$ cat src/pwm_capture_update_int_pkg.sv
// constants for the pwm capture, update and interrupt register group
package pwm_capture_update_int_pkg;

    localparam int ADDR_W = 12;
    localparam int NUM_CH = 3;

    // ----------------------------------------------------------------
    // register byte offsets
    // ----------------------------------------------------------------
    localparam logic [ADDR_W-1:0] OFF_CAPTURE_VALUE_CH0 = 12'h0fc;
    localparam logic [ADDR_W-1:0] OFF_CAPTURE_VALUE_CH1 = 12'h100;
    localparam logic [ADDR_W-1:0] OFF_CAPTURE_VALUE_CH2 = 12'h104;
    localparam logic [ADDR_W-1:0] OFF_CAPTURE_EDGE_STATUS = 12'h108;
    localparam logic [ADDR_W-1:0] OFF_ACTIVE_UPDATE_CONTROL = 12'h10c;
    localparam logic [ADDR_W-1:0] OFF_INTERRUPT_ENABLE = 12'h110;
    localparam logic [ADDR_W-1:0] OFF_INTERRUPT_RAW = 12'h114;
    localparam logic [ADDR_W-1:0] OFF_INTERRUPT_MASKED = 12'h118;
    localparam logic [ADDR_W-1:0] OFF_INTERRUPT_CLEAR = 12'h11c;
    localparam logic [ADDR_W-1:0] OFF_CAPTURE_EDGE_SELECT = 12'h120;

    // ----------------------------------------------------------------
    // active update control fields
    // ----------------------------------------------------------------
    localparam int UPD_GLOBAL_ENABLE_BIT = 0;
    localparam int UPD_GLOBAL_FORCED_BIT = 1;
    localparam int UPD_OPER_LSB = 2;
    localparam int UPD_OPER_STRIDE = 2;
    localparam int UPD_WIDTH = 8;
    localparam logic [UPD_WIDTH-1:0] UPD_RESET = 8'h00;

    // ----------------------------------------------------------------
    // interrupt field positions, three bits each
    // ----------------------------------------------------------------
    localparam int INT_TIMER_STOP_LSB = 0;
    localparam int INT_ZERO_LSB = 3;
    localparam int INT_PERIOD_LSB = 6;
    localparam int INT_FAULT_BEGIN_LSB = 9;
    localparam int INT_FAULT_END_LSB = 12;
    localparam int INT_CMP_A_LSB = 15;
    localparam int INT_CMP_B_LSB = 18;
    localparam int INT_CYCLE_TRIP_LSB = 21;
    localparam int INT_ONESHOT_LSB = 24;
    localparam int INT_CAPTURE_LSB = 27;
    localparam int INT_WIDTH = 30;
    localparam logic [INT_WIDTH-1:0] INT_ENABLE_RESET = 30'h00000000;

    // ----------------------------------------------------------------
    // capture edge select, two bits per channel
    // ----------------------------------------------------------------
    localparam int SEL_FALL_BIT = 0;
    localparam int SEL_RISE_BIT = 1;
    localparam logic [2*NUM_CH-1:0] EDGE_SELECT_RESET = 6'h00;

    // ahb encodings
    localparam logic [1:0] HTRANS_NONSEQ = 2'h2;
    localparam logic [1:0] HTRANS_SEQ = 2'h3;
    localparam logic [2:0] HSIZE_WORD = 3'h2;

endpackage

$ cat src/pwm_capture_update_int_regs.sv
// ahb-lite register group: capture values, update control, interrupt enables
`timescale 1ns/1ps

module pwm_capture_update_int_regs
    import pwm_capture_update_int_pkg::*;
#(
    parameter int TIMER_W = 32
) (
    input wire logic i_clk,
    input wire logic i_rst_b,
    // ahb-lite slave
    input wire logic i_hsel,
    input wire logic [ADDR_W-1:0] i_haddr,
    input wire logic [1:0] i_htrans,
    input wire logic i_hwrite,
    input wire logic [2:0] i_hsize,
    input wire logic [31:0] i_hwdata,
    input wire logic i_hready,
    output logic o_hreadyout,
    output logic o_hresp,
    output logic [31:0] o_hrdata,
    // capture inputs, already prescaled, from pins
    input wire logic [NUM_CH-1:0] i_capture_in,
    input wire logic [TIMER_W-1:0] i_timer_value,
    // event pulses from timers, operators and fault handlers
    input wire logic [2:0] i_timer_stop_event,
    input wire logic [2:0] i_zero_event,
    input wire logic [2:0] i_period_reached_event,
    input wire logic [2:0] i_compare_a_event,
    input wire logic [2:0] i_compare_b_event,
    input wire logic [2:0] i_cycle_trip,
    input wire logic [2:0] i_oneshot_trip,
    // fault input levels
    input wire logic [2:0] i_fault_input_event,
    // active register update controls
    output logic [2:0] o_oper_refresh_allow,
    output logic [2:0] o_oper_forced_refresh,
    output logic o_global_forced_refresh,
    output logic [NUM_CH-1:0] o_capture_event,
    output logic o_irq
);

    // the read path carries at most one 32-bit word
    if (TIMER_W < 1 || TIMER_W > 32) begin : g_bad_timer_w
        $error("TIMER_W must lie between 1 and 32");
    end

    // ----------------------------------------------------------------
    // reset release
    // ----------------------------------------------------------------
    logic rst_meta_b_q;
    logic rst_b_q;

    always_ff @(posedge i_clk or negedge i_rst_b) begin
        if (!i_rst_b) begin
            rst_meta_b_q <= 1'b0;
            rst_b_q <= 1'b0;
        end else begin
            rst_meta_b_q <= 1'b1;
            rst_b_q <= rst_meta_b_q;
        end
    end

    // ----------------------------------------------------------------
    // bus phase tracking
    // ----------------------------------------------------------------
    typedef enum logic [1:0] {
        PH_IDLE,
        PH_WRITE,
        PH_READ_WAIT,
        PH_READ_OUT
    } phase_t;

    phase_t phase_q;
    phase_t phase_d;
    logic [ADDR_W-1:0] addr_q;
    logic [ADDR_W-1:0] addr_d;
    logic word_q;
    logic word_d;
    logic [31:0] hrdata_q;
    logic [31:0] hrdata_d;
    logic addr_phase;
    logic wr_now;
    logic clr_now;

    assign addr_phase = i_hsel && i_hready && (i_htrans == HTRANS_NONSEQ || i_htrans == HTRANS_SEQ);
    // reads take one wait so a write just before is visible
    assign o_hreadyout = (phase_q != PH_READ_WAIT);
    assign o_hresp = 1'b0;
    assign o_hrdata = hrdata_q;
    assign wr_now = (phase_q == PH_WRITE) && word_q;

    // ----------------------------------------------------------------
    // register state
    // ----------------------------------------------------------------
    logic [UPD_WIDTH-1:0] upd_q;
    logic [UPD_WIDTH-1:0] upd_d;
    logic [UPD_WIDTH-1:0] upd_prev_q;
    logic [INT_WIDTH-1:0] int_en_q;
    logic [INT_WIDTH-1:0] int_en_d;
    logic [INT_WIDTH-1:0] int_raw_q;
    logic [INT_WIDTH-1:0] int_raw_d;
    logic [INT_WIDTH-1:0] int_events;
    logic [2*NUM_CH-1:0] edge_sel_q;
    logic [2*NUM_CH-1:0] edge_sel_d;
    logic [2:0] fault_prev_q;
    logic [2:0] forced_d;
    logic [2:0] forced_q;
    logic global_forced_d;
    logic global_forced_q;
    logic [NUM_CH-1:0] cap_hit;
    logic [NUM_CH-1:0] cap_event_q;
    logic [NUM_CH-1:0] cap_edge;
    logic [TIMER_W-1:0] cap_val [NUM_CH];

    // ----------------------------------------------------------------
    // capture channels
    // ----------------------------------------------------------------
    genvar ch;
    generate
        for (ch = 0; ch < NUM_CH; ch++) begin : g_cap
            logic sync1_q;
            logic sync2_q;
            logic sync3_q;
            logic lvl_q;
            logic lvl_d;
            logic edge_q;
            logic edge_d;
            logic [TIMER_W-1:0] val_q;
            logic [TIMER_W-1:0] val_d;
            logic change;
            logic rise;
            logic fall;
            logic hit;

            // a change counts once two late stages agree, filtering one-cycle glitches
            always_comb begin
                change = (sync2_q == sync3_q) && (sync3_q != lvl_q);
                rise = change && sync3_q;
                fall = change && !sync3_q;
                hit = (rise && edge_sel_q[2*ch+SEL_RISE_BIT])
                      || (fall && edge_sel_q[2*ch+SEL_FALL_BIT]);
                lvl_d = change ? sync3_q : lvl_q;
                val_d = hit ? i_timer_value : val_q;
                edge_d = hit ? fall : edge_q;
            end

            always_ff @(posedge i_clk or negedge rst_b_q) begin
                if (!rst_b_q) begin
                    sync1_q <= 1'b0;
                    sync2_q <= 1'b0;
                    sync3_q <= 1'b0;
                    lvl_q <= 1'b0;
                    edge_q <= 1'b0;
                    val_q <= '0;
                end else begin
                    sync1_q <= i_capture_in[ch];
                    sync2_q <= sync1_q;
                    sync3_q <= sync2_q;
                    lvl_q <= lvl_d;
                    edge_q <= edge_d;
                    val_q <= val_d;
                end
            end

            assign cap_edge[ch] = edge_q;
            assign cap_val[ch] = val_q;
            assign cap_hit[ch] = hit;
        end
    endgenerate

    // ----------------------------------------------------------------
    // interrupt event collection
    // ----------------------------------------------------------------
    always_comb begin
        int_events = '0;
        int_events[INT_TIMER_STOP_LSB +: 3] = i_timer_stop_event;
        int_events[INT_ZERO_LSB +: 3] = i_zero_event;
        int_events[INT_PERIOD_LSB +: 3] = i_period_reached_event;
        int_events[INT_FAULT_BEGIN_LSB +: 3] = i_fault_input_event & ~fault_prev_q;
        int_events[INT_FAULT_END_LSB +: 3] = ~i_fault_input_event & fault_prev_q;
        int_events[INT_CMP_A_LSB +: 3] = i_compare_a_event;
        int_events[INT_CMP_B_LSB +: 3] = i_compare_b_event;
        int_events[INT_CYCLE_TRIP_LSB +: 3] = i_cycle_trip;
        int_events[INT_ONESHOT_LSB +: 3] = i_oneshot_trip;
        int_events[INT_CAPTURE_LSB +: 3] = cap_hit;
    end

    // ----------------------------------------------------------------
    // bus and register next state
    // ----------------------------------------------------------------
    assign clr_now = wr_now && (addr_q == OFF_INTERRUPT_CLEAR);

    always_comb begin
        phase_d = PH_IDLE;
        addr_d = addr_q;
        word_d = word_q;
        hrdata_d = hrdata_q;
        upd_d = upd_q;
        int_en_d = int_en_q;
        edge_sel_d = edge_sel_q;

        if (phase_q == PH_READ_WAIT) begin
            phase_d = PH_READ_OUT;
            unique case (addr_q)
                OFF_CAPTURE_VALUE_CH0: hrdata_d = 32'(cap_val[0]);
                OFF_CAPTURE_VALUE_CH1: hrdata_d = 32'(cap_val[1]);
                OFF_CAPTURE_VALUE_CH2: hrdata_d = 32'(cap_val[2]);
                OFF_CAPTURE_EDGE_STATUS: hrdata_d = 32'(cap_edge);
                OFF_ACTIVE_UPDATE_CONTROL: hrdata_d = 32'(upd_q);
                OFF_INTERRUPT_ENABLE: hrdata_d = 32'(int_en_q);
                OFF_INTERRUPT_RAW: hrdata_d = 32'(int_raw_q);
                OFF_INTERRUPT_MASKED: hrdata_d = 32'(int_raw_q & int_en_q);
                OFF_CAPTURE_EDGE_SELECT: hrdata_d = 32'(edge_sel_q);
                default: hrdata_d = 32'h00000000;
            endcase
        end else if (addr_phase) begin
            addr_d = i_haddr;
            word_d = (i_hsize == HSIZE_WORD);
            phase_d = i_hwrite ? PH_WRITE : PH_READ_WAIT;
        end

        if (wr_now) begin
            unique case (addr_q)
                OFF_ACTIVE_UPDATE_CONTROL: upd_d = i_hwdata[UPD_WIDTH-1:0];
                OFF_INTERRUPT_ENABLE: int_en_d = i_hwdata[INT_WIDTH-1:0];
                OFF_CAPTURE_EDGE_SELECT: edge_sel_d = i_hwdata[2*NUM_CH-1:0];
                default: upd_d = upd_q;
            endcase
        end
    end

    // ----------------------------------------------------------------
    // raw flags and refresh control
    // ----------------------------------------------------------------
    always_comb begin
        // a flag set in the clearing cycle survives
        int_raw_d = (int_raw_q & ~(clr_now ? i_hwdata[INT_WIDTH-1:0] : '0)) | int_events;
        global_forced_d = upd_q[UPD_GLOBAL_FORCED_BIT] ^ upd_prev_q[UPD_GLOBAL_FORCED_BIT];
        for (int op = 0; op < 3; op++) begin
            forced_d[op] = global_forced_d
                           || (upd_q[UPD_OPER_LSB+UPD_OPER_STRIDE*op+1]
                               ^ upd_prev_q[UPD_OPER_LSB+UPD_OPER_STRIDE*op+1]);
        end
    end

    always_ff @(posedge i_clk or negedge rst_b_q) begin
        if (!rst_b_q) begin
            phase_q <= PH_IDLE;
            addr_q <= '0;
            word_q <= 1'b0;
            hrdata_q <= 32'h00000000;
            upd_q <= UPD_RESET;
            upd_prev_q <= UPD_RESET;
            int_en_q <= INT_ENABLE_RESET;
            int_raw_q <= '0;
            edge_sel_q <= EDGE_SELECT_RESET;
            fault_prev_q <= 3'h0;
            forced_q <= 3'h0;
            global_forced_q <= 1'b0;
            cap_event_q <= '0;
        end else begin
            phase_q <= phase_d;
            addr_q <= addr_d;
            word_q <= word_d;
            hrdata_q <= hrdata_d;
            upd_q <= upd_d;
            upd_prev_q <= upd_q;
            int_en_q <= int_en_d;
            int_raw_q <= int_raw_d;
            edge_sel_q <= edge_sel_d;
            fault_prev_q <= i_fault_input_event;
            forced_q <= forced_d;
            global_forced_q <= global_forced_d;
            cap_event_q <= cap_hit;
        end
    end

    // ----------------------------------------------------------------
    // outputs
    // ----------------------------------------------------------------
    genvar op;
    generate
        for (op = 0; op < 3; op++) begin : g_op
            assign o_oper_refresh_allow[op] = upd_q[UPD_OPER_LSB+UPD_OPER_STRIDE*op]
                                              && upd_q[UPD_GLOBAL_ENABLE_BIT];
        end
    endgenerate

    assign o_oper_forced_refresh = forced_q;
    assign o_global_forced_refresh = global_forced_q;
    assign o_capture_event = cap_event_q;
    assign o_irq = |(int_raw_q & int_en_q);

endmodule

$ cat config.mk
export PLATFORM = sky130hd
export DESIGN_NAME = pwm_capture_update_int_regs
export DESIGN_NICKNAME = d
export VERILOG_FILES = /design/src/pwm_capture_update_int_pkg.sv /design/src/pwm_capture_update_int_regs.sv
export SDC_FILE = /design/constraint.sdc
export NUM_CORES = 1
export LEC_CHECK = 0
export BUFFER_PORTS_ARGS = -buffer_cell sky130_fd_sc_hd__buf_2
export CAP_MARGIN = 30
export CORE_MARGIN = 5
export CORE_UTILIZATION = 41
export DETAILED_ROUTE_END_ITERATION = 8
export HOLD_SLACK_MARGIN = 0.02
export SYNTH_ARGS = -nofsm -noshare
export SYNTH_HDL_FRONTEND = slang
export SYNTH_SLANG_ARGS = --single-unit
$ cat constraint.sdc
create_clock -name i_clk -period 16.5 [get_ports i_clk]
set_input_delay 2.475 -clock i_clk [delete_from_list [all_inputs] [get_ports i_clk]]
set_output_delay 2.475 -clock i_clk [all_outputs]
set_load 0.02 [all_outputs]
* Word-level counts from Yosys, hierarchy flattened
Index checks and enable logic that the tools add are counted.
** Word-level totals
- Output and inout port bits :: 45
- Input bits :: 113
- Word-level logic and storage cells :: 111
- Flip-flop bits (word level) :: 252
** Cells by class
- Eq/ne operators :: 22
- Muxes and demuxes :: 5
- Bitwise gates (word level) :: 14
- Reductions and logical operators :: 37
** Operators with widths (count)
- 32-bit one-hot mux with 9 select lines :: 1
- 12-bit by 9-bit == test with 1-bit output, second input constant :: 9
- 30-bit AND :: 3
- 30-bit two-way mux :: 1
- 30-bit inverter :: 1
- 30-bit OR :: 1
- 30-bit OR reduction :: 1
- 1-bit logical AND :: 22
- 12-bit by 8-bit == test with 1-bit output, second input constant :: 1
- 2-bit AND reduction :: 4
- 1-bit logical OR :: 7
- 3-bit AND :: 2
- 2-bit == test, second input constant :: 3
- 2-bit two-way mux :: 3
- 3-bit inverter :: 2
- 1-bit bitwise XOR :: 4
- 1-bit == test :: 3
- 3-bit by 2-bit == test with 1-bit output, second input constant :: 1
- 1-bit logical NOT :: 3
- 1-bit != test :: 3
- 2-bit by 1-bit == test with 1-bit output, second input constant :: 1
- 2-bit != test, second input constant :: 1
- 1-bit inverter :: 1

* Longest topological paths before layout
Gate-level depths: netlist of the first run.
- Depth in word-level cells :: 7
- Gate-level depth with buffers :: 8
- Depth with buffers taken out :: 5

* Worst setup path after synthesis of the first run
OpenSTA, ideal clock, no wires.
- Path type :: reg-to-output
- From :: register int_en_q[4]
- To :: output o_irq
- Arrival :: 1.481 ns
- Path slack :: 12.544 ns
- Stages on the path, launching flop included :: 5
- Data required time :: 14.025 ns
- Path buffers :: 0
- Path through :: dfrtp_1 > a22o_1 > a221oi_1 > nand3_1 > or4_1
** Between the ends
- Word-level cells in the longest chain between the ends :: 2
** Ends and longest elaborated chain
- start, declared :: line pwm_capture_update_int_regs.sv:99 : logic [INT_WIDTH-1:0] int_en_q;
- start signal, assigned :: line pwm_capture_update_int_regs.sv:269 : int_en_q <= int_en_d;
- 30-bit AND :: line pwm_capture_update_int_regs.sv:293 : assign o_irq = |(int_raw_q & int_en_q);
- 30-bit OR reduction :: line pwm_capture_update_int_regs.sv:293
- end, declared :: line pwm_capture_update_int_regs.sv:40 : output logic o_irq
No other way between the ends.

* Final worst setup path of the first run
- From :: register int_raw_q[4]
- To :: output o_irq
** Between the ends
- Word-level cells in the longest chain between the ends :: 2
** Ends and longest elaborated chain
- start, declared :: line pwm_capture_update_int_regs.sv:101 : logic [INT_WIDTH-1:0] int_raw_q;
- start signal, assigned :: line pwm_capture_update_int_regs.sv:270 : int_raw_q <= int_raw_d;
- 30-bit AND :: line pwm_capture_update_int_regs.sv:293
- 30-bit OR reduction :: line pwm_capture_update_int_regs.sv:293
No other way between the ends.

==> results of run 1 <==
-- flip-flops by register name, summed over array words and instances (netlist names) --
name / flops
rst_b_q: 1
g_cap.sync2_q: 3
int_raw_q: 30
o_global_forced_refresh: 1
o_capture_event: 3
g_cap.lvl_q: 3
o_oper_forced_refresh: 3
word_q: 1
upd_prev_q: 4
rst_meta_b_q: 1
g_cap.val_q: 96
o_hrdata: 32
g_cap.sync3_q: 3
upd_q: 8
g_cap.sync1_q: 3
g_cap.edge_q: 3
fault_prev_q: 3
phase_q: 2
addr_q: 12
int_en_q: 30
edge_sel_q: 6
-- logic make-up after synthesis --
kind of cell,count (synthesis)
DFF,248
and+or+nand+nor,194
AOI/OAI and AO/OA,184
muxes,179
buffers and inverters,61
xor gates and xnor gates,4
adders and majority gates,3
other,2
-- cells in the final DEF, fill, tap and decap left out, types with 3 or more instances in the layout --
cell type,count
nor2b_1,5
nor4_4,4
nand3b_1,6
a21oi_1,26
nand2b_1,4
a22oi_1,19
a221oi_1,3
buf_4,17
a32oi_1,16
clkbuf_1,4
clkbuf_8,12
a31oi_1,4
nand2_1,93
a2bb2oi_1,8
nor4_2,3
a21o_1,25
a21boi_0,3
a22o_1,7
dfrtp_1,247
o21ai_0,27
and2_1,3
nor4_1,3
and3_1,5
clkbuf_16,28
nand3_1,18
mux2i_1,14
nor3_1,4
nand4_1,4
o211ai_1,6
or3b_2,3
inv_1,10
a222oi_1,4
maj3_1,3
nor3b_1,11
buf_2,153
xnor2_1,4
o2bb2ai_1,14
a211oi_1,10
nor2_1,11
mux2_2,161
-- per-stage QoR --
stage               worst slack, ps  instance area [um^2]  instances  utilization
CTS                           11640                 13100       1382        0.501
global placement              12230                 12100       1329        0.463
detailed placement            12200                 12100       1331        0.464
floorplan                      9080                 10900        875            -
finish                        11640                 13100       1382        0.501
global route                  11580                 13100       1382        0.501
-- cell type report --
| cell class | count | area share |
|---|---|---|
| inverters | 10 | 0.00287 |
| flip-flops and latches | 248 | 0.474 |
| well taps | 335 | 0.0320 |
| clock buffers | 44 | 0.0672 |
| repair buffers | 172 | 0.0706 |
| multi-input cells | 566 | 0.346 |
| clock inverters | 7 | 0.00774 |
-- report_power, final --
part,total (uW),internal (uW),switching [uW]
logic,177,63.3,114
clock network,647,396,251
registers,657,632,24.9
total,1480,1090,389
-- how the worst max path moves through the flow --
stage	slack [ps]	startpoint	end
floorplan	9080	rst_b_q	addr_q[0]
global placement	12230	int_raw_q[4]	o_irq
detailed placement	12200	int_raw_q[4]	o_irq
CTS	11640	int_raw_q[4]	o_irq
global route	11580	int_raw_q[4]	o_irq
finish	11640	int_raw_q[4]	o_irq
-- metal layers --
layer	global-route usage	vias to the layer above	part of all wire
met3	0.0451	32	0.063
met2	0.326	205	0.47
met4	0.0392	6	0.014
met1	0.294	4024	0.45
met5	0	-	0.0013
li1	-	3532	-
-- synthesized netlist by cell type (11+ instances only) --
master,count
dfrtp_1,248
mux2_2,161
o21ai_0,27
nor3b_1,11
a22oi_1,19
mux2i_1,16
nand3_1,18
a32oi_1,16
a21o_1,25
o2bb2ai_1,14
a21oi_1,26
clkbuf_1,33
nor2_1,11
nand2_1,93
-- critical path, cell delays in order, from the launching register on --
cell      delay, ps
dfrtp_1         430
a22o_1          220
a221oi_1        290
nand3_1         140
or4_1           570
buf_2           190
==> impl_metrics.csv, run 1 <==
group,metric,value,unit
outcome,status,"finished, final reports clean",
sta,rsz0062_at_grt,"no",
synthesis,ys_seq_area_frac,0.568,
placement,dpl.hpwl,21.0,mm
drt,drt_iter0_drc,651,
final_layout,nets,1139,
critical_path,r2r_end,"o_hrdata[12]",
synthesis,async_reset_ff_frac,1.00,
final_layout,n_fill_cell,2383,
critical_path,cp.arrival,2390,ps
synthesis,synth_nets,988,
sta,finalHoldViolCount,0,
cts,cts_inserted_buffers,28,
final_layout,ff_latch_area,0.00621,mm^2
floorplanning,coreArea,0.0261,mm^2
floorplanning,dieArea,0.0300,mm^2
cts,cts_tree,"done",
sta,min_period,4860,ps
critical_path,rr_worst_depth,7,
synthesis,ys_seq_elements,248,
critical_path,path_max_fanout,4,
power_and_ir_drop,power.density,113,mW/mm^2
power_and_ir_drop,vdd_drop_max,0.0000569,V
global_route,overflow,0,
power_and_ir_drop,total_leakage_power,0.00598,uW
critical_path,required,14030,ps
run,cap_violations,0,
sta,fmax,206,MHz
cts,cts-root-buf,"clkbuf_16",
placement,gp_congestion,0.832,
drt,vias,7799,
drt,ant_nets,0,
sta,setup_violations,0,
critical_path,regToRegStartpoint,"addr_q[2]",
critical_path,critPathLaunchType,"register",
synthesis,yosys-top-cells-area,"dfrtp_1 (57%), mux2_2 (17%), nand2_1 (3.2%)",
worst_hold_path,min_path_cells,0,
sta,timing.final.crit_share,0.295,
final_layout,multiInputGateArea,0.00453,mm^2
drt,routedWlPerCell,22.6,um
cts,clkLatencyLatePin,550,ps
drt,drc,0,
floorplanning,pin_count,158,
cts,cts.sinks,248,
synthesis,synth_edf_count,0,
synthesis,synth_cell_types,62,
critical_path,r2r_slack,13600,ps
cts,clockBufferDepth,3,
synthesis,postSynthAreaPerCell,12.5,um^2
drt,viasPerCell,5.64,
synthesis,synth_top_flop_cell,"dfrtp_1",
sta,worst_pin_slew,1000,ps
global_route,grt_antenna_before_repair,4,
sta,tns,0,ps
global_route,grt_max_degree,185,
synthesis,synth_mux_area_frac,0.185,
synthesis,synth_top_area_cell,"dfrtp_1",
synthesis,syn_inst,875,
drt,drtPass1Iterations,6,
global_route,grt_pass1_vias,7874,
worst_hold_path,hp-class,"register to register",
worst_hold_path,min_from,"rst_meta_b_q",
floorplanning,fp.dieH,173,um
sta,hold_ws,346,ps
cts,path_clk_slew,60,ps
final_layout,antennaDiodeCount,0,
worst_hold_path,hold_end,"rst_b_q",
drt,routed_wl,31.3,mm
cts,cts_resized,0,
cts,cts_max_level,1,
power_and_ir_drop,p_total,1480,uW
cts,post_cts_buffers,0,
critical_path,critPathCaptureType,"primary output",
synthesis,synth_top_area_frac,0.568,
synthesis,synth-simple-area-share,0.0960,
global_route,track_usage,0.205,
synthesis,synth_top_family_by_area,"multiplexers",
global_route,grt_pass1_wl,48.9,mm
synthesis,ys_warn_count,0,
placement,io_buffers,153,
cts,holdBufCountCts,0,
synthesis,synthAdderAreaFrac,0.00275,
critical_path,criticalPathCategory,"register to primary output",
floorplanning,initial_core_util,0.418,
sta,report.final.slew_viol_count,0,
synthesis,synth_xor_area_frac,0.00320,
synthesis,synth_compound_area_frac,0.121,
final_layout,post_route_cells_drive_above_1_share,0.385,
final_layout,syn_to_final_growth,19.8,%
floorplanning,die_x,173,um
synthesis,syn_area,0.0109,mm^2
floorplanning,num_rows,59,
sta,finClkSkew,15.2,ps
sta,max_slew_margin,0.331,
No activity file was read; power rests on OpenSTA's default activity.
==> run 2: changes to the inputs <==
==> constraint.sdc (replaced) <==
create_clock -name i_clk -period 4.6 [get_ports i_clk]
set_input_delay 0.69 -clock i_clk [delete_from_list [all_inputs] [get_ports i_clk]]
set_output_delay 0.69 -clock i_clk [all_outputs]
set_load 0.02 [all_outputs]
==> impl_metrics.csv, run 2 (synthesis gave the netlist of run 1 again) <==
group,metric,value,unit
cts,path_clk_slew,60,ps
final_layout,final_cell_mix,"dfrtp_1 (247), mux2_2 (161), buf_2 (153), nand2_1 (93), clkbuf_16 (28)",
sta,hold_ws,244,ps
global_route,grt_pass1_vias,7948,
critical_path,r2r_end,"o_hrdata[24]",
critical_path,rr_worst_depth,6,
floorplanning,initial_core_util,0.418,
floorplanning,dieArea,0.0300,mm^2
critical_path,max_stage_delay,540,ps
final_layout,regMostFlops,"g_cap.val_q",
placement,io_buffers,153,
drt,routedWlPerCell,22.5,um
global_route,grt_pass1_wl,48.3,mm
run,cap_violations,0,
global_route,grt_antenna_before_repair,4,
sta,setup_violations,0,
cts,holdBufCountCts,1,
power_and_ir_drop,total_leakage_power,0.00601,uW
critical_path,r2r_slack,1760,ps
sta,report.final.slew_viol_count,0,
floorplanning,coreArea,0.0261,mm^2
sta,timing.final.crit_share,0.663,
final_layout,syn_to_final_growth,20.2,%
critical_path,path_max_fanout,4,
cts,cts.sinks,248,
cts,clockBufferDepth,3,
drt,routed_wl,31.2,mm
cts,cts_tree,"done",
global_route,grt_max_degree,115,
final_layout,post_route_cells_drive_above_1_share,0.386,
placement,gp_congestion,0.824,
outcome,status,"finished, final reports clean",
drt,drc,0,
final_layout,antennaDiodeCount,0,
sta,min_period,3050,ps
cts,cts_max_level,1,
placement,placed_cell_area,0.0121,mm^2
floorplanning,pin_count,158,
critical_path,criticalPathCategory,"register to primary output",
worst_hold_path,hp-class,"input pin to register",
final_layout,ff_latch_area,0.00621,mm^2
final_layout,largest_register_ffs,96,
critical_path,path_cells,"a22o_1, a221oi_1, nand3_1, or4_1, buf_2",
cts,cts-root-buf,"clkbuf_16",
critical_path,cp.arrival,2360,ps
sta,finalHoldViolCount,0,
sta,finClkSkew,11.7,ps
critical_path,path_delay_family,"simple AND/OR/NAND/NOR gates",
critical_path,crit_start,"int_en_q[7]",
cts,clkLatencyLatePin,550,ps
drt,ant_nets,0,
power_and_ir_drop,vdd_drop_max,0.000298,V
drt,vias,7827,
cts,cts_inserted_buffers,28,
final_layout,n_fill_cell,2346,
sta,max_slew_margin,0.332,
drt,viasPerCell,5.65,
floorplanning,num_rows,59,
cts,cts_resized,0,
final_layout,layout_commonest_cell,"dfrtp_1",
critical_path,path_buf_inv,1,
drt,drtPass1Iterations,7,
sta,worst_pin_slew,1000,ps
power_and_ir_drop,power.density,408,mW/mm^2
final_layout,design_area,0.0131,mm^2
critical_path,critPathLaunchType,"register",
critical_path,cp.depth,5,
placement,dpl.hpwl,21.4,mm
critical_path,regToRegStartpoint,"addr_q[1]",
final_layout,multiInputGateArea,0.00453,mm^2
sta,fmax,328,MHz
sta,rsz0062_at_grt,"no",
floorplanning,die_x,173,um
sta,tns,0,ps
placement,pre_cts_slack,1820,ps
floorplanning,fp.dieH,173,um
cts,post_cts_buffers,0,
final_layout,nets,1141,
global_route,overflow,0,
critical_path,cpMaxStageDelayCell,"or4_1",
drt,drt_iter0_drc,611,
sta,setup_ws,1550,ps
critical_path,crit_end,"o_irq",
critical_path,required,3910,ps
critical_path,critPathCaptureType,"primary output",
global_route,track_usage,0.202,
run 2: changes by cell type in the layout (fill, tap and decap cells not counted), sizes merged:
cell | previous run | this run
bufinv | 2 | 4
clkbuf | 44 | 39
dlygate4sd3 | 0 | 1
clkinv | 3 | 8
buf | 172 | 173
clkinvlp | 2 | 1
run 2: per-stage QoR:
step / util / std cells / total power [uW]
finish: 0.503 / 1385 / 5360
global route: 0.503 / 1385 / 5560
CTS: 0.503 / 1385 / 5410
detailed placement: 0.464 / 1332 / 3030
global placement: 0.464 / 1332 / 3020
floorplan: - / 875 / 2770
run 2: how the worst min path moves through the flow:
stage / start / end / slack [ps] / cells past startpoint
after floorplan: rst_meta_b_q / rst_b_q / 330 / 0
after global placement: rst_meta_b_q / rst_b_q / 330 / 0
after detailed placement: g_cap[2].sync1_q / g_cap[2].sync2_q / 340 / 0
after CTS: i_capture_in[0] / g_cap[0].sync1_q / 240 / 1
after global routing: i_capture_in[0] / g_cap[0].sync1_q / 240 / 1
final: i_capture_in[0] / g_cap[0].sync1_q / 240 / 1
run 2: where the power goes:
part,internal (uW),switching [uW]
sequential,2270,94.3
combinational,229,401
clock,1460,915
total,3950,1410
run 2: cell type report:
type                    count  share of cell area
well taps                 335              0.0319
inverters                  10             0.00286
repair buffers            174              0.0724
multi-input cells         566               0.345
flip-flops and latches    248               0.473
clock buffers              39              0.0618
clock inverters            13              0.0139
run 2: metal layers:
| metal | part of all wire | up-vias | wire length, um | global-route usage |
|---|---|---|---|---|
| met3 | 0.066 | 37 | 2070 | 0.0451 |
| met2 | 0.46 | 226 | 14400 | 0.322 |
| li1 | - | 3547 | - | - |
| met1 | 0.46 | 4009 | 14200 | 0.288 |
| met5 | 0.0018 | - | 56 | 0 |
| met4 | 0.014 | 8 | 427 | 0.0372 |
==> run 3: changes to the inputs <==
==> constraint.sdc (replaced) <==
create_clock -name i_clk -period 2.94 [get_ports i_clk]
set_input_delay 0.441 -clock i_clk [delete_from_list [all_inputs] [get_ports i_clk]]
set_output_delay 0.441 -clock i_clk [all_outputs]
set_load 0.02 [all_outputs]
==> impl_metrics.csv, run 3 (synthesis gave the netlist of run 1 again) <==
group,metric,value,unit
drt,viasPerCell,5.63,
drt,dr_wl_met3,2.28,mm
sta,timing.final.crit_share,0.939,
sta,worst_pin_slew,685,ps
final_layout,largest_register_ffs,96,
sta,max_slew_margin,0.543,
critical_path,critPathLaunchType,"register",
worst_hold_path,hp-class,"input pin to register",
critical_path,path_cells,"a22o_1, a221oi_1, nand3_1, or4_1, buf_2",
global_route,grt_pass1_wl,49.1,mm
cts,cts_max_level,1,
global_route,grt_max_degree,72,
floorplanning,num_rows,59,
cts,path_clk_slew,60,ps
drt,routedWlPerCell,22.5,um
sta,tns,0,ps
floorplanning,pin_count,158,
cts,cts_tree,"done",
critical_path,r2r_slack,480,ps
sta,rsz0062_at_grt,"no",
drt,top_layer,"met5",
critical_path,cpMaxStageDelayCell,"or4_1",
power_and_ir_drop,vdd_drop_max,0.000470,V
final_layout,design_area,0.0132,mm^2
floorplanning,dieArea,0.0300,mm^2
final_layout,regMostFlops,"g_cap.val_q",
cts,post_cts_buffers,0,
power_and_ir_drop,total_leakage_power,0.00604,uW
final_layout,final_cell_mix,"dfrtp_1 (247), mux2_2 (161), buf_2 (153), nand2_1 (93), buf_4 (31)",
global_route,grt_pass1_vias,8125,
sta,finClkSkew,13.6,ps
run,cap_violations,0,
critical_path,criticalPathCategory,"register to primary output",
critical_path,path_max_fanout,4,
sta,setup_violations,0,
critical_path,required,2500,ps
sta,finalHoldViolCount,0,
drt,wl_met2,14.4,mm
final_layout,fin_util,0.505,
global_route,track_usage,0.207,
drt,drtPass1Iterations,5,
cts,cts_resized,0,
sta,report.final.slew_viol_count,0,
critical_path,cp.arrival,2320,ps
placement,placed_cell_area,0.0123,mm^2
cts,clkLatencyLatePin,530,ps
global_route,overflow,0,
placement,gp_congestion,0.822,
critical_path,max_stage_delay,570,ps
final_layout,n_fill_cell,2389,
final_layout,antennaDiodeCount,0,
placement,dpl.hpwl,22.3,mm
cts,cts-root-buf,"clkbuf_16",
drt,vias,7886,
placement,io_buffers,153,
power_and_ir_drop,power.density,607,mW/mm^2
drt,ant_nets,0,
drt,drt_iter0_drc,589,
drt,met1Wirelength,14.2,mm
drt,routed_wl,31.5,mm
floorplanning,initial_core_util,0.418,
sta,fmax,362,MHz
outcome,status,"finished, final reports clean",
floorplanning,coreArea,0.0261,mm^2
final_layout,post_route_cells_drive_above_1_share,0.388,
floorplanning,die_x,173,um
cts,cts_inserted_buffers,27,
final_layout,nets,1160,
final_layout,syn_to_final_growth,20.6,%
global_route,grt_antenna_before_repair,1,
cts,clockBufferDepth,3,
cts,holdBufCountCts,5,
drt,drc,0,
cts,cts.sinks,248,
sta,min_period,2760,ps
final_layout,layout_commonest_cell,"dfrtp_1",
critical_path,critPathCaptureType,"primary output",
floorplanning,fp.dieH,173,um
run 3: cell count changes in the layout (fill, tap and decap cells not counted):
cell | previous run | this run
buf_12 | 2 | 5
clkbuf_8 | 7 | 6
clkinv_2 | 6 | 4
clkinv_4 | 1 | 0
buf_4 | 18 | 31
inv_6 | 0 | 1
nor4_2 | 3 | 4
clkinv_8 | 1 | 0
clkbuf_1 | 4 | 7
bufinv_16 | 4 | 1
clkbuf_16 | 28 | 27
nor4_4 | 4 | 3
dlygate4sd3_1 | 1 | 5
run 3: area by class of cell:
class / count / area (um^2) / share of cell area
sequential: 248 / 6210 / 0.471
multi-input combinational: 566 / 4520 / 0.343
timing repair buffer: 194 / 1150 / 0.0871
clock buffer: 40 / 785 / 0.0595
tap: 335 / 419 / 0.0318
clock inverter: 7 / 66.3 / 0.00503
inverter: 10 / 37.5 / 0.00285
run 3: final timing paths:
check                                             from  depth (start not counted)               end
worst max-delay path                      int_raw_q[4]                          5             o_irq
worst min-delay path            i_fault_input_event[0]                          1   fault_prev_q[0]
worst max register to register               addr_q[7]                          4     edge_sel_q[0]
worst min register to register        g_cap[2].sync1_q                          0  g_cap[2].sync2_q
max in group asynchronous                      rst_b_q                          1      o_hrdata[19]
min in group asynchronous                      i_rst_b                          2           rst_b_q
run 3: where the power goes:
group          leakage (uW)  internal (uW)  switching, uW  total [uW]
clock network      0.000419           1920           1350        3270
logic               0.00245            402            642        1040
registers           0.00317           3550            141        3690
run 3: stage by stage:
step,total power (uW),std cells,worst slack (ps),hold slack (ps)
after global routing,8330,1400,76.6,24.2
after floorplan,4340,875,446,145
final,8000,1400,181,35.6
after detailed placement,4780,1348,490,230
after global placement,4770,1348,520,227
after CTS,8070,1400,150,21.2
run 3: layer usage:
metal / track usage / vias up
li1: - / 3585
met1: 0.293 / 4010
met2: 0.326 / 246
met3: 0.0486 / 43
met4: 0.0466 / 2
met5: 0 / -
run 3: critical path: cells and delay by family, from the launching register on:
kind	cells	cell delay [ps]
AND/OR/NAND/NOR	2	720
AO/OA/AOI/OAI	2	450
flip-flops	1	430
buffers and inverters	1	190
